--- src/design/scope_trigger_pkg.sv ---
// Package: register map, fields, encodings and types for the scope trigger unit
package scope_trigger_pkg;

  // ==========================================================================
  // Register offsets (byte addresses)
  localparam logic [11:0] ADDR_CTRL     = 12'h000;
  localparam logic [11:0] ADDR_SLOPE    = 12'h004;
  localparam logic [11:0] ADDR_RISING   = 12'h008;
  localparam logic [11:0] ADDR_FALLING  = 12'h00c;
  localparam logic [11:0] ADDR_FORCE    = 12'h010;
  localparam logic [11:0] ADDR_LEVEL    = 12'h014;
  localparam logic [11:0] ADDR_HYST_ABS = 12'h018;
  localparam logic [11:0] ADDR_HYST_REL = 12'h01c;
  localparam logic [11:0] ADDR_FSCALE   = 12'h020;
  localparam logic [11:0] ADDR_HOLD_T   = 12'h024;
  localparam logic [11:0] ADDR_HOLD_N   = 12'h028;
  localparam logic [11:0] ADDR_DELAY    = 12'h02c;
  localparam logic [11:0] ADDR_REF      = 12'h030;
  localparam logic [11:0] ADDR_STATUS   = 12'h034;

  // ==========================================================================
  // Control and status field positions
  localparam int CTRL_TRIG_EN   = 0;
  localparam int CTRL_GATE_EN   = 1;
  localparam int CTRL_HOLD_MODE = 2;
  localparam int CTRL_HYST_MODE = 3;
  localparam int CTRL_SRC_LSB   = 4;
  localparam int CTRL_GATE_LSB  = 6;
  localparam int STAT_STATE     = 0;
  localparam int STAT_ARMED     = 1;
  localparam int STAT_BUSY      = 2;

  // ==========================================================================
  // Widths and sizes
  localparam int SAMPLE_W = 16;
  localparam int REC_LEN  = 64;
  localparam int PTR_W    = 6;
  localparam int FRAC_W   = 16;

  // ==========================================================================
  // Reset values
  localparam logic [15:0] REF_HALF     = 16'h8000;
  localparam logic [31:0] HOLD_N_RESET = 32'h0000_0001;
  localparam logic [31:0] ZERO32       = 32'h0000_0000;

  // ==========================================================================
  // Encodings
  typedef enum logic [1:0] {
    SLOPE_NONE = 2'h0, SLOPE_RISE = 2'h1, SLOPE_FALL = 2'h2, SLOPE_BOTH = 2'h3
  } slope_t;

  typedef enum logic [1:0] {
    GATE_IN3_HIGH = 2'h0, GATE_IN3_LOW = 2'h1, GATE_IN4_HIGH = 2'h2, GATE_IN4_LOW = 2'h3
  } gate_sel_t;

  typedef enum logic [1:0] {
    SRC_SIGIN1 = 2'h0, SRC_SIGIN2 = 2'h1, SRC_TRIGIN1 = 2'h2, SRC_TRIGIN2 = 2'h3
  } source_t;

  localparam logic HOLD_TIME  = 1'b0;
  localparam logic HOLD_COUNT = 1'b1;
  localparam logic HYST_ABS   = 1'b0;
  localparam logic HYST_REL   = 1'b1;

  // Gray-coded acquisition states along the usual path
  typedef enum logic [1:0] {
    ST_FILL   = 2'b00,
    ST_WAIT   = 2'b01,
    ST_POST   = 2'b11,
    ST_STREAM = 2'b10
  } acq_state_t;

  // ==========================================================================
  // Carriers
  typedef struct packed {
    logic [SAMPLE_W-1:0] data;
    logic                last;
  } stream_beat_t;

  typedef struct packed {
    logic [SAMPLE_W-1:0] sigin1;
    logic [SAMPLE_W-1:0] sigin2;
  } analog_in_t;

endpackage : scope_trigger_pkg

--- src/design/scope_trigger_unit.sv ---
// Scope trigger unit: APB registers, edge trigger, holdoff, capture and record stream
`timescale 1ns/1ns
module scope_trigger_unit
(
  // Clock and reset
  input  wire logic                                  pclk,
  input  wire logic                                  presetn,
  // APB slave
  input  wire logic                                  psel,
  input  wire logic                                  penable,
  input  wire logic                                  pwrite,
  input  wire logic [11:0]                           paddr,
  input  wire logic [31:0]                           pwdata,
  input  wire logic [3:0]                            pstrb,
  output logic      [31:0]                           prdata,
  output logic                                       pready,
  output logic                                       pslverr,
  // Sample inputs, same clock
  input  wire scope_trigger_pkg::analog_in_t         samples,
  // Trigger input pins, asynchronous
  input  wire logic [3:0]                            trig_in,
  // Record stream
  output scope_trigger_pkg::stream_beat_t            rec_beat,
  output logic                                       rec_valid,
  input  wire logic                                  rec_ready,
  // Trigger indication
  output logic                                       trig_pulse
);

  localparam int W = scope_trigger_pkg::SAMPLE_W;
  localparam int P = scope_trigger_pkg::PTR_W;

  // ==========================================================================
  // Helpers
  function automatic logic [W-1:0] frac_of(input logic [W-1:0] v, input logic [31:0] f);
    logic [W+31:0] prod;
    prod = {{32{1'b0}}, v} * {{W{1'b0}}, f};
    frac_of = (prod[W+31:scope_trigger_pkg::FRAC_W] > {{16{1'b0}}, {W{1'b1}}})
              ? {W{1'b1}} : prod[W+scope_trigger_pkg::FRAC_W-1:scope_trigger_pkg::FRAC_W];
  endfunction : frac_of

  function automatic logic [31:0] merge(input logic [31:0] old, input logic [31:0] d,
                                        input logic [3:0] s);
    merge = old;
    for (int i = 0; i < 4; i++)
      if (s[i])
        merge[i*8 +: 8] = d[i*8 +: 8];
  endfunction : merge

  // ==========================================================================
  // Pin synchronisers
  logic [3:0] trig_meta_reg;
  logic [3:0] trig_sync_reg;
  always_ff @(posedge pclk or negedge presetn)
    if (!presetn)
    begin
      trig_meta_reg <= 4'h0;
      trig_sync_reg <= 4'h0;
    end
    else
    begin
      trig_meta_reg <= trig_in;
      trig_sync_reg <= trig_meta_reg;
    end

  // ==========================================================================
  // Register file
  logic [31:0] ctrl_reg, ctrl_next;
  logic [1:0]  slope_reg, slope_next;
  logic        force_reg, force_next;
  logic [31:0] level_reg, level_next, habs_reg, habs_next, hrel_reg, hrel_next;
  logic [31:0] fscale_reg, fscale_next, holdt_reg, holdt_next, holdn_reg, holdn_next;
  logic [31:0] delay_reg, delay_next, ref_reg, ref_next;
  logic [31:0] prdata_next;
  logic        pready_reg, pready_next, pslverr_next;
  logic        state_flag, armed_reg, busy;

  wire access = psel && penable && !pready_reg;
  wire wr     = access && pwrite;

  always_comb
  begin
    ctrl_next    = ctrl_reg;
    slope_next   = slope_reg;
    force_next   = 1'b0;
    level_next   = level_reg;
    habs_next    = habs_reg;
    hrel_next    = hrel_reg;
    fscale_next  = fscale_reg;
    holdt_next   = holdt_reg;
    holdn_next   = holdn_reg;
    delay_next   = delay_reg;
    ref_next     = ref_reg;
    prdata_next  = 32'h0000_0000;
    pready_next  = access;
    pslverr_next = 1'b0;
    if (wr)
      unique case (paddr)
        scope_trigger_pkg::ADDR_CTRL:     ctrl_next   = merge(ctrl_reg, pwdata, pstrb);
        scope_trigger_pkg::ADDR_SLOPE:    if (pstrb[0]) slope_next = pwdata[1:0];
        scope_trigger_pkg::ADDR_RISING:   if (pstrb[0]) slope_next[0] = pwdata[0];
        scope_trigger_pkg::ADDR_FALLING:  if (pstrb[0]) slope_next[1] = pwdata[0];
        scope_trigger_pkg::ADDR_FORCE:    force_next  = 1'b1;
        scope_trigger_pkg::ADDR_LEVEL:    level_next  = merge(level_reg, pwdata, pstrb);
        scope_trigger_pkg::ADDR_HYST_ABS: habs_next   = merge(habs_reg, pwdata, pstrb);
        scope_trigger_pkg::ADDR_HYST_REL: hrel_next   = merge(hrel_reg, pwdata, pstrb);
        scope_trigger_pkg::ADDR_FSCALE:   fscale_next = merge(fscale_reg, pwdata, pstrb);
        scope_trigger_pkg::ADDR_HOLD_T:   holdt_next  = merge(holdt_reg, pwdata, pstrb);
        scope_trigger_pkg::ADDR_HOLD_N:   holdn_next  = merge(holdn_reg, pwdata, pstrb);
        scope_trigger_pkg::ADDR_DELAY:    delay_next  = merge(delay_reg, pwdata, pstrb);
        scope_trigger_pkg::ADDR_REF:      ref_next    = merge(ref_reg, pwdata, pstrb);
        scope_trigger_pkg::ADDR_STATUS:   pslverr_next = 1'b1;
        default:                          pslverr_next = 1'b1;
      endcase
    else if (access)
      unique case (paddr)
        scope_trigger_pkg::ADDR_CTRL:     prdata_next = ctrl_reg;
        scope_trigger_pkg::ADDR_SLOPE:    prdata_next = {30'h0, slope_reg};
        scope_trigger_pkg::ADDR_RISING:   prdata_next = {31'h0, slope_reg[0]};
        scope_trigger_pkg::ADDR_FALLING:  prdata_next = {31'h0, slope_reg[1]};
        scope_trigger_pkg::ADDR_FORCE:    prdata_next = 32'h0000_0000;
        scope_trigger_pkg::ADDR_LEVEL:    prdata_next = level_reg;
        scope_trigger_pkg::ADDR_HYST_ABS: prdata_next = habs_reg;
        scope_trigger_pkg::ADDR_HYST_REL: prdata_next = hrel_reg;
        scope_trigger_pkg::ADDR_FSCALE:   prdata_next = fscale_reg;
        scope_trigger_pkg::ADDR_HOLD_T:   prdata_next = holdt_reg;
        scope_trigger_pkg::ADDR_HOLD_N:   prdata_next = holdn_reg;
        scope_trigger_pkg::ADDR_DELAY:    prdata_next = delay_reg;
        scope_trigger_pkg::ADDR_REF:      prdata_next = ref_reg;
        scope_trigger_pkg::ADDR_STATUS:   prdata_next = {29'h0, busy, armed_reg, state_flag};
        default:                          pslverr_next = 1'b1;
      endcase
  end

  always_ff @(posedge pclk or negedge presetn)
    if (!presetn)
    begin
      ctrl_reg   <= 32'h0000_0000;
      slope_reg  <= scope_trigger_pkg::SLOPE_RISE;
      force_reg  <= 1'b0;
      level_reg  <= scope_trigger_pkg::ZERO32;
      habs_reg   <= scope_trigger_pkg::ZERO32;
      hrel_reg   <= scope_trigger_pkg::ZERO32;
      fscale_reg <= scope_trigger_pkg::ZERO32;
      holdt_reg  <= scope_trigger_pkg::ZERO32;
      holdn_reg  <= scope_trigger_pkg::HOLD_N_RESET;
      delay_reg  <= scope_trigger_pkg::ZERO32;
      ref_reg    <= {16'h0000, scope_trigger_pkg::REF_HALF};
      prdata     <= 32'h0000_0000;
      pready_reg <= 1'b0;
      pslverr    <= 1'b0;
    end
    else
    begin
      ctrl_reg   <= ctrl_next;
      slope_reg  <= slope_next;
      force_reg  <= force_next;
      level_reg  <= level_next;
      habs_reg   <= habs_next;
      hrel_reg   <= hrel_next;
      fscale_reg <= fscale_next;
      holdt_reg  <= holdt_next;
      holdn_reg  <= holdn_next;
      delay_reg  <= delay_next;
      ref_reg    <= ref_next;
      prdata     <= prdata_next;
      pready_reg <= pready_next;
      pslverr    <= pslverr_next;
    end
  assign pready = pready_reg;

  // ==========================================================================
  // Source selection, crossing detection and rearm
  logic [W-1:0] src, prev_reg, prev_next, hyst;
  logic [31:0]  hold_cnt_reg, hold_cnt_next, ev_cnt_reg, ev_cnt_next;
  logic         armed_next, hyst_ok_reg, hyst_ok_next, trig_next, gate_ok;
  logic         rise, fall, edge_hit, event_ok, record_now;
  wire  [W-1:0] lvl = level_reg[W-1:0];

  always_comb
  begin
    unique case (scope_trigger_pkg::source_t'(ctrl_reg[scope_trigger_pkg::CTRL_SRC_LSB +: 2]))
      scope_trigger_pkg::SRC_SIGIN1:  src = samples.sigin1;
      scope_trigger_pkg::SRC_SIGIN2:  src = samples.sigin2;
      scope_trigger_pkg::SRC_TRIGIN1: src = {W{trig_sync_reg[0]}};
      scope_trigger_pkg::SRC_TRIGIN2: src = {W{trig_sync_reg[1]}};
    endcase
    unique case (scope_trigger_pkg::gate_sel_t'(ctrl_reg[scope_trigger_pkg::CTRL_GATE_LSB +: 2]))
      scope_trigger_pkg::GATE_IN3_HIGH: gate_ok = trig_sync_reg[2];
      scope_trigger_pkg::GATE_IN3_LOW:  gate_ok = !trig_sync_reg[2];
      scope_trigger_pkg::GATE_IN4_HIGH: gate_ok = trig_sync_reg[3];
      scope_trigger_pkg::GATE_IN4_LOW:  gate_ok = !trig_sync_reg[3];
    endcase
    hyst = (ctrl_reg[scope_trigger_pkg::CTRL_HYST_MODE] == scope_trigger_pkg::HYST_REL)
           ? frac_of(fscale_reg[W-1:0], hrel_reg) : habs_reg[W-1:0];
    rise = slope_reg[0] && (prev_reg < lvl) && (src >= lvl);
    fall = slope_reg[1] && (prev_reg > lvl) && (src <= lvl);
    edge_hit = armed_reg && (rise || fall);
    event_ok = (edge_hit || force_reg) &&
               (!ctrl_reg[scope_trigger_pkg::CTRL_GATE_EN] || gate_ok);
    trig_next = (rise || fall) &&
                (!ctrl_reg[scope_trigger_pkg::CTRL_GATE_EN] || gate_ok);
    prev_next = src;
    ev_cnt_next = ev_cnt_reg;
    record_now = 1'b0;
    if (event_ok)
    begin
      if (ctrl_reg[scope_trigger_pkg::CTRL_HOLD_MODE] == scope_trigger_pkg::HOLD_COUNT)
      begin
        if (ev_cnt_reg + 32'h1 >= holdn_reg)
        begin
          record_now  = 1'b1;
          ev_cnt_next = 32'h0;
        end
        else
          ev_cnt_next = ev_cnt_reg + 32'h1;
      end
      else
        record_now = 1'b1;
    end
    hold_cnt_next = (hold_cnt_reg != 32'h0) ? hold_cnt_reg - 32'h1 : hold_cnt_reg;
    hyst_ok_next  = hyst_ok_reg;
    armed_next    = armed_reg;
    if (record_now)
    begin
      armed_next    = 1'b0;
      hyst_ok_next  = (hyst == {W{1'b0}});
      hold_cnt_next = (ctrl_reg[scope_trigger_pkg::CTRL_HOLD_MODE] == scope_trigger_pkg::HOLD_TIME)
                      ? holdt_reg : 32'h0;
    end
    else if (!armed_reg)
    begin
      // Hysteresis side follows the enabled edge
      if ((slope_reg[0] && ({1'b0, src} + {1'b0, hyst} <= {1'b0, lvl})) ||
          (slope_reg[1] && ({1'b0, src} >= {1'b0, lvl} + {1'b0, hyst})))
        hyst_ok_next = 1'b1;
      armed_next = hyst_ok_reg && (hold_cnt_reg == 32'h0);
    end
  end

  always_ff @(posedge pclk or negedge presetn)
    if (!presetn)
    begin
      prev_reg     <= {W{1'b0}};
      armed_reg    <= 1'b1;
      hyst_ok_reg  <= 1'b1;
      hold_cnt_reg <= 32'h0;
      ev_cnt_reg   <= 32'h0;
      state_flag   <= 1'b0;
      trig_pulse   <= 1'b0;
    end
    else
    begin
      prev_reg     <= prev_next;
      armed_reg    <= armed_next;
      hyst_ok_reg  <= hyst_ok_next;
      hold_cnt_reg <= hold_cnt_next;
      ev_cnt_reg   <= ev_cnt_next;
      state_flag   <= trig_next;
      trig_pulse   <= record_now;
    end

  // ==========================================================================
  // Capture ring and record stream
  // Pre-trigger depth = ref fraction of record minus delay, clamped to record
  logic [W-1:0]       ring [scope_trigger_pkg::REC_LEN];
  logic [P-1:0]       wptr_reg, wptr_next, rptr_reg, rptr_next, left_reg, left_next;
  logic [P:0]         fill_reg, fill_next, pre;
  scope_trigger_pkg::acq_state_t st_reg, st_next;
  logic               rv_next, rlast_next;
  logic [W-1:0]       rdat_next;
  logic signed [33:0] pre_s;
  wire                trig_mode = ctrl_reg[scope_trigger_pkg::CTRL_TRIG_EN];
  wire                drain     = rec_valid && rec_ready;

  always_comb
  begin
    pre_s = $signed({2'b00, ref_reg} * 34'sd0) +
            $signed({18'h0, ref_reg[15:0]} >>> 10) - $signed({{2{delay_reg[31]}}, delay_reg});
    pre   = (pre_s < 0) ? '0 : (pre_s > scope_trigger_pkg::REC_LEN) ?
            (P+1)'(scope_trigger_pkg::REC_LEN) : pre_s[P:0];
    st_next = st_reg;
    wptr_next = wptr_reg;
    rptr_next = rptr_reg;
    left_next = left_reg;
    fill_next = fill_reg;
    rv_next = rec_valid;
    rdat_next = rec_beat.data;
    rlast_next = rec_beat.last;
    if (st_reg != scope_trigger_pkg::ST_STREAM)
    begin
      wptr_next = wptr_reg + P'(1);
      if (fill_reg != (P+1)'(scope_trigger_pkg::REC_LEN))
        fill_next = fill_reg + (P+1)'(1);
    end
    unique case (st_reg)
      scope_trigger_pkg::ST_FILL:
        if (fill_reg >= pre)
          st_next = scope_trigger_pkg::ST_WAIT;
      scope_trigger_pkg::ST_WAIT:
        if (!trig_mode || record_now)
        begin
          st_next   = scope_trigger_pkg::ST_POST;
          left_next = P'(scope_trigger_pkg::REC_LEN - 1) - pre[P-1:0];
          rptr_next = wptr_reg - pre[P-1:0];
        end
      scope_trigger_pkg::ST_POST:
        if (left_reg == '0)
        begin
          st_next   = scope_trigger_pkg::ST_STREAM;
          left_next = P'(scope_trigger_pkg::REC_LEN - 1);
        end
        else
          left_next = left_reg - P'(1);
      scope_trigger_pkg::ST_STREAM:
        if (!rec_valid || drain)
        begin
          if (rec_valid && rec_beat.last)
          begin
            rv_next   = 1'b0;
            st_next   = scope_trigger_pkg::ST_FILL;
            fill_next = '0;
          end
          else
          begin
            rv_next    = 1'b1;
            rdat_next  = ring[rptr_reg];
            rlast_next = (left_reg == '0);
            rptr_next  = rptr_reg + P'(1);
            left_next  = left_reg - P'(1);
          end
        end
    endcase
  end

  // Last post cycle lands on the oldest slot, so it must not overwrite it
  always_ff @(posedge pclk)
    if (st_reg != scope_trigger_pkg::ST_STREAM &&
        !(st_reg == scope_trigger_pkg::ST_POST && left_reg == '0))
      ring[wptr_reg] <= src;

  always_ff @(posedge pclk or negedge presetn)
    if (!presetn)
    begin
      st_reg    <= scope_trigger_pkg::ST_FILL;
      wptr_reg  <= '0;
      rptr_reg  <= '0;
      left_reg  <= '0;
      fill_reg  <= '0;
      rec_valid <= 1'b0;
      rec_beat  <= '0;
    end
    else
    begin
      st_reg        <= st_next;
      wptr_reg      <= wptr_next;
      rptr_reg      <= rptr_next;
      left_reg      <= left_next;
      fill_reg      <= fill_next;
      rec_valid     <= rv_next;
      rec_beat.data <= rdat_next;
      rec_beat.last <= rlast_next;
    end
  assign busy = (st_reg != scope_trigger_pkg::ST_WAIT);

endmodule : scope_trigger_unit

--- config.mk ---
export PLATFORM = sky130hd
export DESIGN_NAME = scope_trigger_unit
export DESIGN_NICKNAME = d
export VERILOG_FILES = /design/src/design/scope_trigger_pkg.sv /design/src/design/scope_trigger_unit.sv
export SDC_FILE = /design/constraint.sdc
export NUM_CORES = 2
export LEC_CHECK = 0
export BUFFER_PORTS_ARGS = -buffer_cell sky130_fd_sc_hd__buf_2
export CAP_MARGIN = 20
export CORE_ASPECT_RATIO = 0.5
export CORE_MARGIN = 2
export CORE_UTILIZATION = 29
export CTS_CLUSTER_SIZE = 28
export DETAILED_ROUTE_END_ITERATION = 8
export GPL_ROUTABILITY_DRIVEN = 0
export SLEW_MARGIN = 20
export SYNTH_ARGS = -nofsm -noshare
export SYNTH_HDL_FRONTEND = slang
export SYNTH_SLANG_ARGS = --single-unit
--- constraint.sdc ---
create_clock -name pclk -period 17.1 [get_ports pclk]
set_clock_uncertainty 0.05 [all_clocks]
set_input_delay 3.42 -clock pclk [delete_from_list [all_inputs] [get_ports pclk]]
set_output_delay 3.42 -clock pclk [all_outputs]
set_load 0.05 [all_outputs]
==> flow_summary.ini <==
[routing]
routed_via_density = 5.043
drtIter0Drc = 4656
wl_per_cell_um = 22.05
drc = 0
vias = 50190
final_antenna_net_count = 0
drt_first_pass_iters = 9
routed_wl_um = 219500

[timing]
setup_viol = 0
final.setup.tns_ns = 0
finalHoldViolations = 0
fin_crit_sh_pct = 74.84
max_slew.worst_pin.slew_ns = 1.129
rsz0062_at_grt = no
slew_viol_final = 0
max_freq_mhz = 78.14
slew_headroom_pct = 24.71
finalCriticalPeriod_ns = 12.80

[setup_path]
required_ns = 17.71
critPathMaxStageDelay_ns = 0.77
crit_buf_inv = 6
arrival_ns = 13.40
path_depth = 46
crit_path_end_kind = flop
reg2reg_depth = 46
cp_slowest_cell = dfrtp_1
crit_family = adder cells
r2r-start = fscale_reg[4]
crit_start = fscale_reg[4]
worstPathMaxFanout = 21
start_kind = flop
crit_type = flop to flop

[pwr]
p_total_mw = 9.761
p_sw_mw = 2.849
switching_share_pct = 29.19
power_density_nw_per_um2 = 107.0
pwr-share-seq_pct = 44.3
p_leak_nw = 35.73
peakVddDrop_mv = 0.1468
internal-power_mw = 6.911
pwr-share-clk_pct = 33.3
combPwrFrac_pct = 22.4

[die]
ioPinCount = 143
die_w_um = 750.4
core_um2 = 276000
start_util_pct = 29.27
die_y_um = 377.2
rows = 136
dieArea_um2 = 283100

[global_route]
grt_usage_pct = 15.32
grt_max_degree = 183
grt_first_pass_wirelength_um = 330400
antenna_found_initial = 18
grt_pass1_vias = 50640
grt_overflow_total = 0

[cells_and_area]
syn_to_final_growth_pct = 12.86
final_net_count = 6877
drive_gt1_share_pct = 18.50
seq_area_um2 = 42330
top_register = ring
instances_no_fill = 9951
fin_util_pct = 33.04
largest_reg_flops = 1024
num-fill-cells = 26990
multiInputGateArea_um2 = 35410

[yosys]
async_flop_share_pct = 31.09
ys.flop_type = edfxtp_1
syn_inst = 5941
yosys.area.top_type = edfxtp_1
ys_top_cells_by_count = 1,024 x edfxtp_1, 627 x nand2_1, 547 x inv_1
synth_cell_types = 94
synth_most_common_cell = edfxtp_1
synth.area.top_cells = edfxtp_1 38%, dfrtp_1 14%, fa_1 10%
ys_warn_count = 0
syn_avg_cell_area_um2 = 13.60
synth-seq-cells = 1486
synth_top_cell_area_share_pct = 38.06
syn_nets = 6724
synth_edf_count = 1024
syn_area_um2 = 80790
seq_area_frac_synth_pct = 52.38

[cts]
clkSlewWorstSetupHoldPaths_ns = 0.08
cts-resized-gates = 0
clk_latency_ns = 0.76
hold_buffers = 0
clockRootBuffer = clkbuf_16
clock-sinks = 1486
h-tree-depth = 4
cts_buffer_depth = 3
postCtsSetupBuffers = 0
cts_buffers = 152
cts_tree = done

[placement]
dp_hpwl_um = 146200
dp.cells = 9665
portBuffers = 142

[hold_path]
hold_depth = 0
hp-start = trig_meta_reg[0]
hold_class = flop to flop

[job]
cap_violations = 0

[status]
status = completed
==> stage by stage <==
| stage | setup WS [ns] | hold slack, ns | cell area [um^2] |
|---|---|---|---|
| CTS | 4.494 | 0.2860 | 91130 |
| finish | 4.303 | 0.2823 | 91180 |
| floorplan | 5.968 | 0.2812 | 80790 |
| detailed placement | 4.590 | 0.2847 | 86280 |
| global route | 3.580 | 0.3063 | 91170 |
| global placement | 4.645 | 0.2828 | 86270 |
==> power by group through the flow <==
stage,logic [mW],clock network [mW],registers [mW]
detailed placement,2.22,0,4.40
floorplan,1.47,0,4.31
global route,2.32,3.45,4.35
finish,2.19,3.25,4.32
global placement,2.20,0,4.39
CTS,2.22,3.32,4.33
==> area by class of cell <==
| type | count | area share (%) |
|---|---|---|
| tap | 3726 | 5.113 |
| clock buffer | 209 | 4.644 |
| inverter | 548 | 2.256 |
| multi-input combinational | 3623 | 38.83 |
| sequential | 1486 | 46.43 |
| clock inverter | 66 | 0.6724 |
| antenna | 10 | 0.02744 |
| timing repair buffer | 283 | 2.028 |
==> final timing paths <==
| kind | endpoint | slack, ns |
|---|---|---|
| min | trig_sync_reg[0] | 0.28 |
| max in group asynchronous | level_reg[2] | 12.07 |
| max reg2reg | hyst_ok_reg | 4.30 |
| min in group asynchronous | ev_cnt_reg[24] | 2.61 |
| min reg2reg | trig_sync_reg[0] | 0.28 |
| max | hyst_ok_reg | 4.30 |
==> routing by layer <==
| layer | track usage [%] | vias up | part of all wire, % |
|---|---|---|---|
| li1 | - | 21780 | - |
| met1 | 21.26 | 26400 | 44 |
| met2 | 25.11 | 1726 | 48 |
| met3 | 2.351 | 279 | 6.6 |
| met4 | 4.010 | 0 | 2.2 |
| met5 | 0 | - | 0 |
==> cell usage in the layout, fill, tap and decap left out, types with 27 or more instances in the layout <==
cell,n
mux2_2,238
buf_2,141
or3_1,28
a31oi_1,53
clkbuf_16,157
nor3_1,45
edfxtp_1,1024
xor2_1,59
and3_1,27
a221oi_1,40
ha_1,272
inv_1,547
a222oi_1,30
nor2_1,248
dfrtp_1,453
xnor2_1,68
nand2_1,627
and2_1,201
a22oi_1,63
o21ai_0,198
nand3_1,58
nand4_1,46
clkbuf_1,41
nor2b_1,40
buf_4,136
nand2b_1,33
clkinv_1,29
fa_1,421
a21oi_1,117
mux4_2,336
a21o_1,52
==> worst reg2reg max path, delay by kind of cell, from the launching register on <==
family | cells | cell delay (ns)
AOI/OAI and AO/OA | 18 | 3.88
xor gates and xnor gates | 1 | 0.14
adders and majority gates | 9 | 4.14
buffers and inverters | 6 | 0.69
DFF | 1 | 0.77
muxes | 1 | 0.33
and+or+nand+nor | 11 | 2.67
==> logic make-up after synthesis <==
family | Yosys count | share of synthesized area (%)
compound gates | 760 | 6.331
mux | 577 | 12.73
fa+ha+maj | 693 | 14.64
buf+inv | 832 | 3.975
simple gates | 1466 | 8.567
flops | 1486 | 52.38
xor+xnor | 127 | 1.377
No activity file was read; power rests on OpenSTA's default activity.
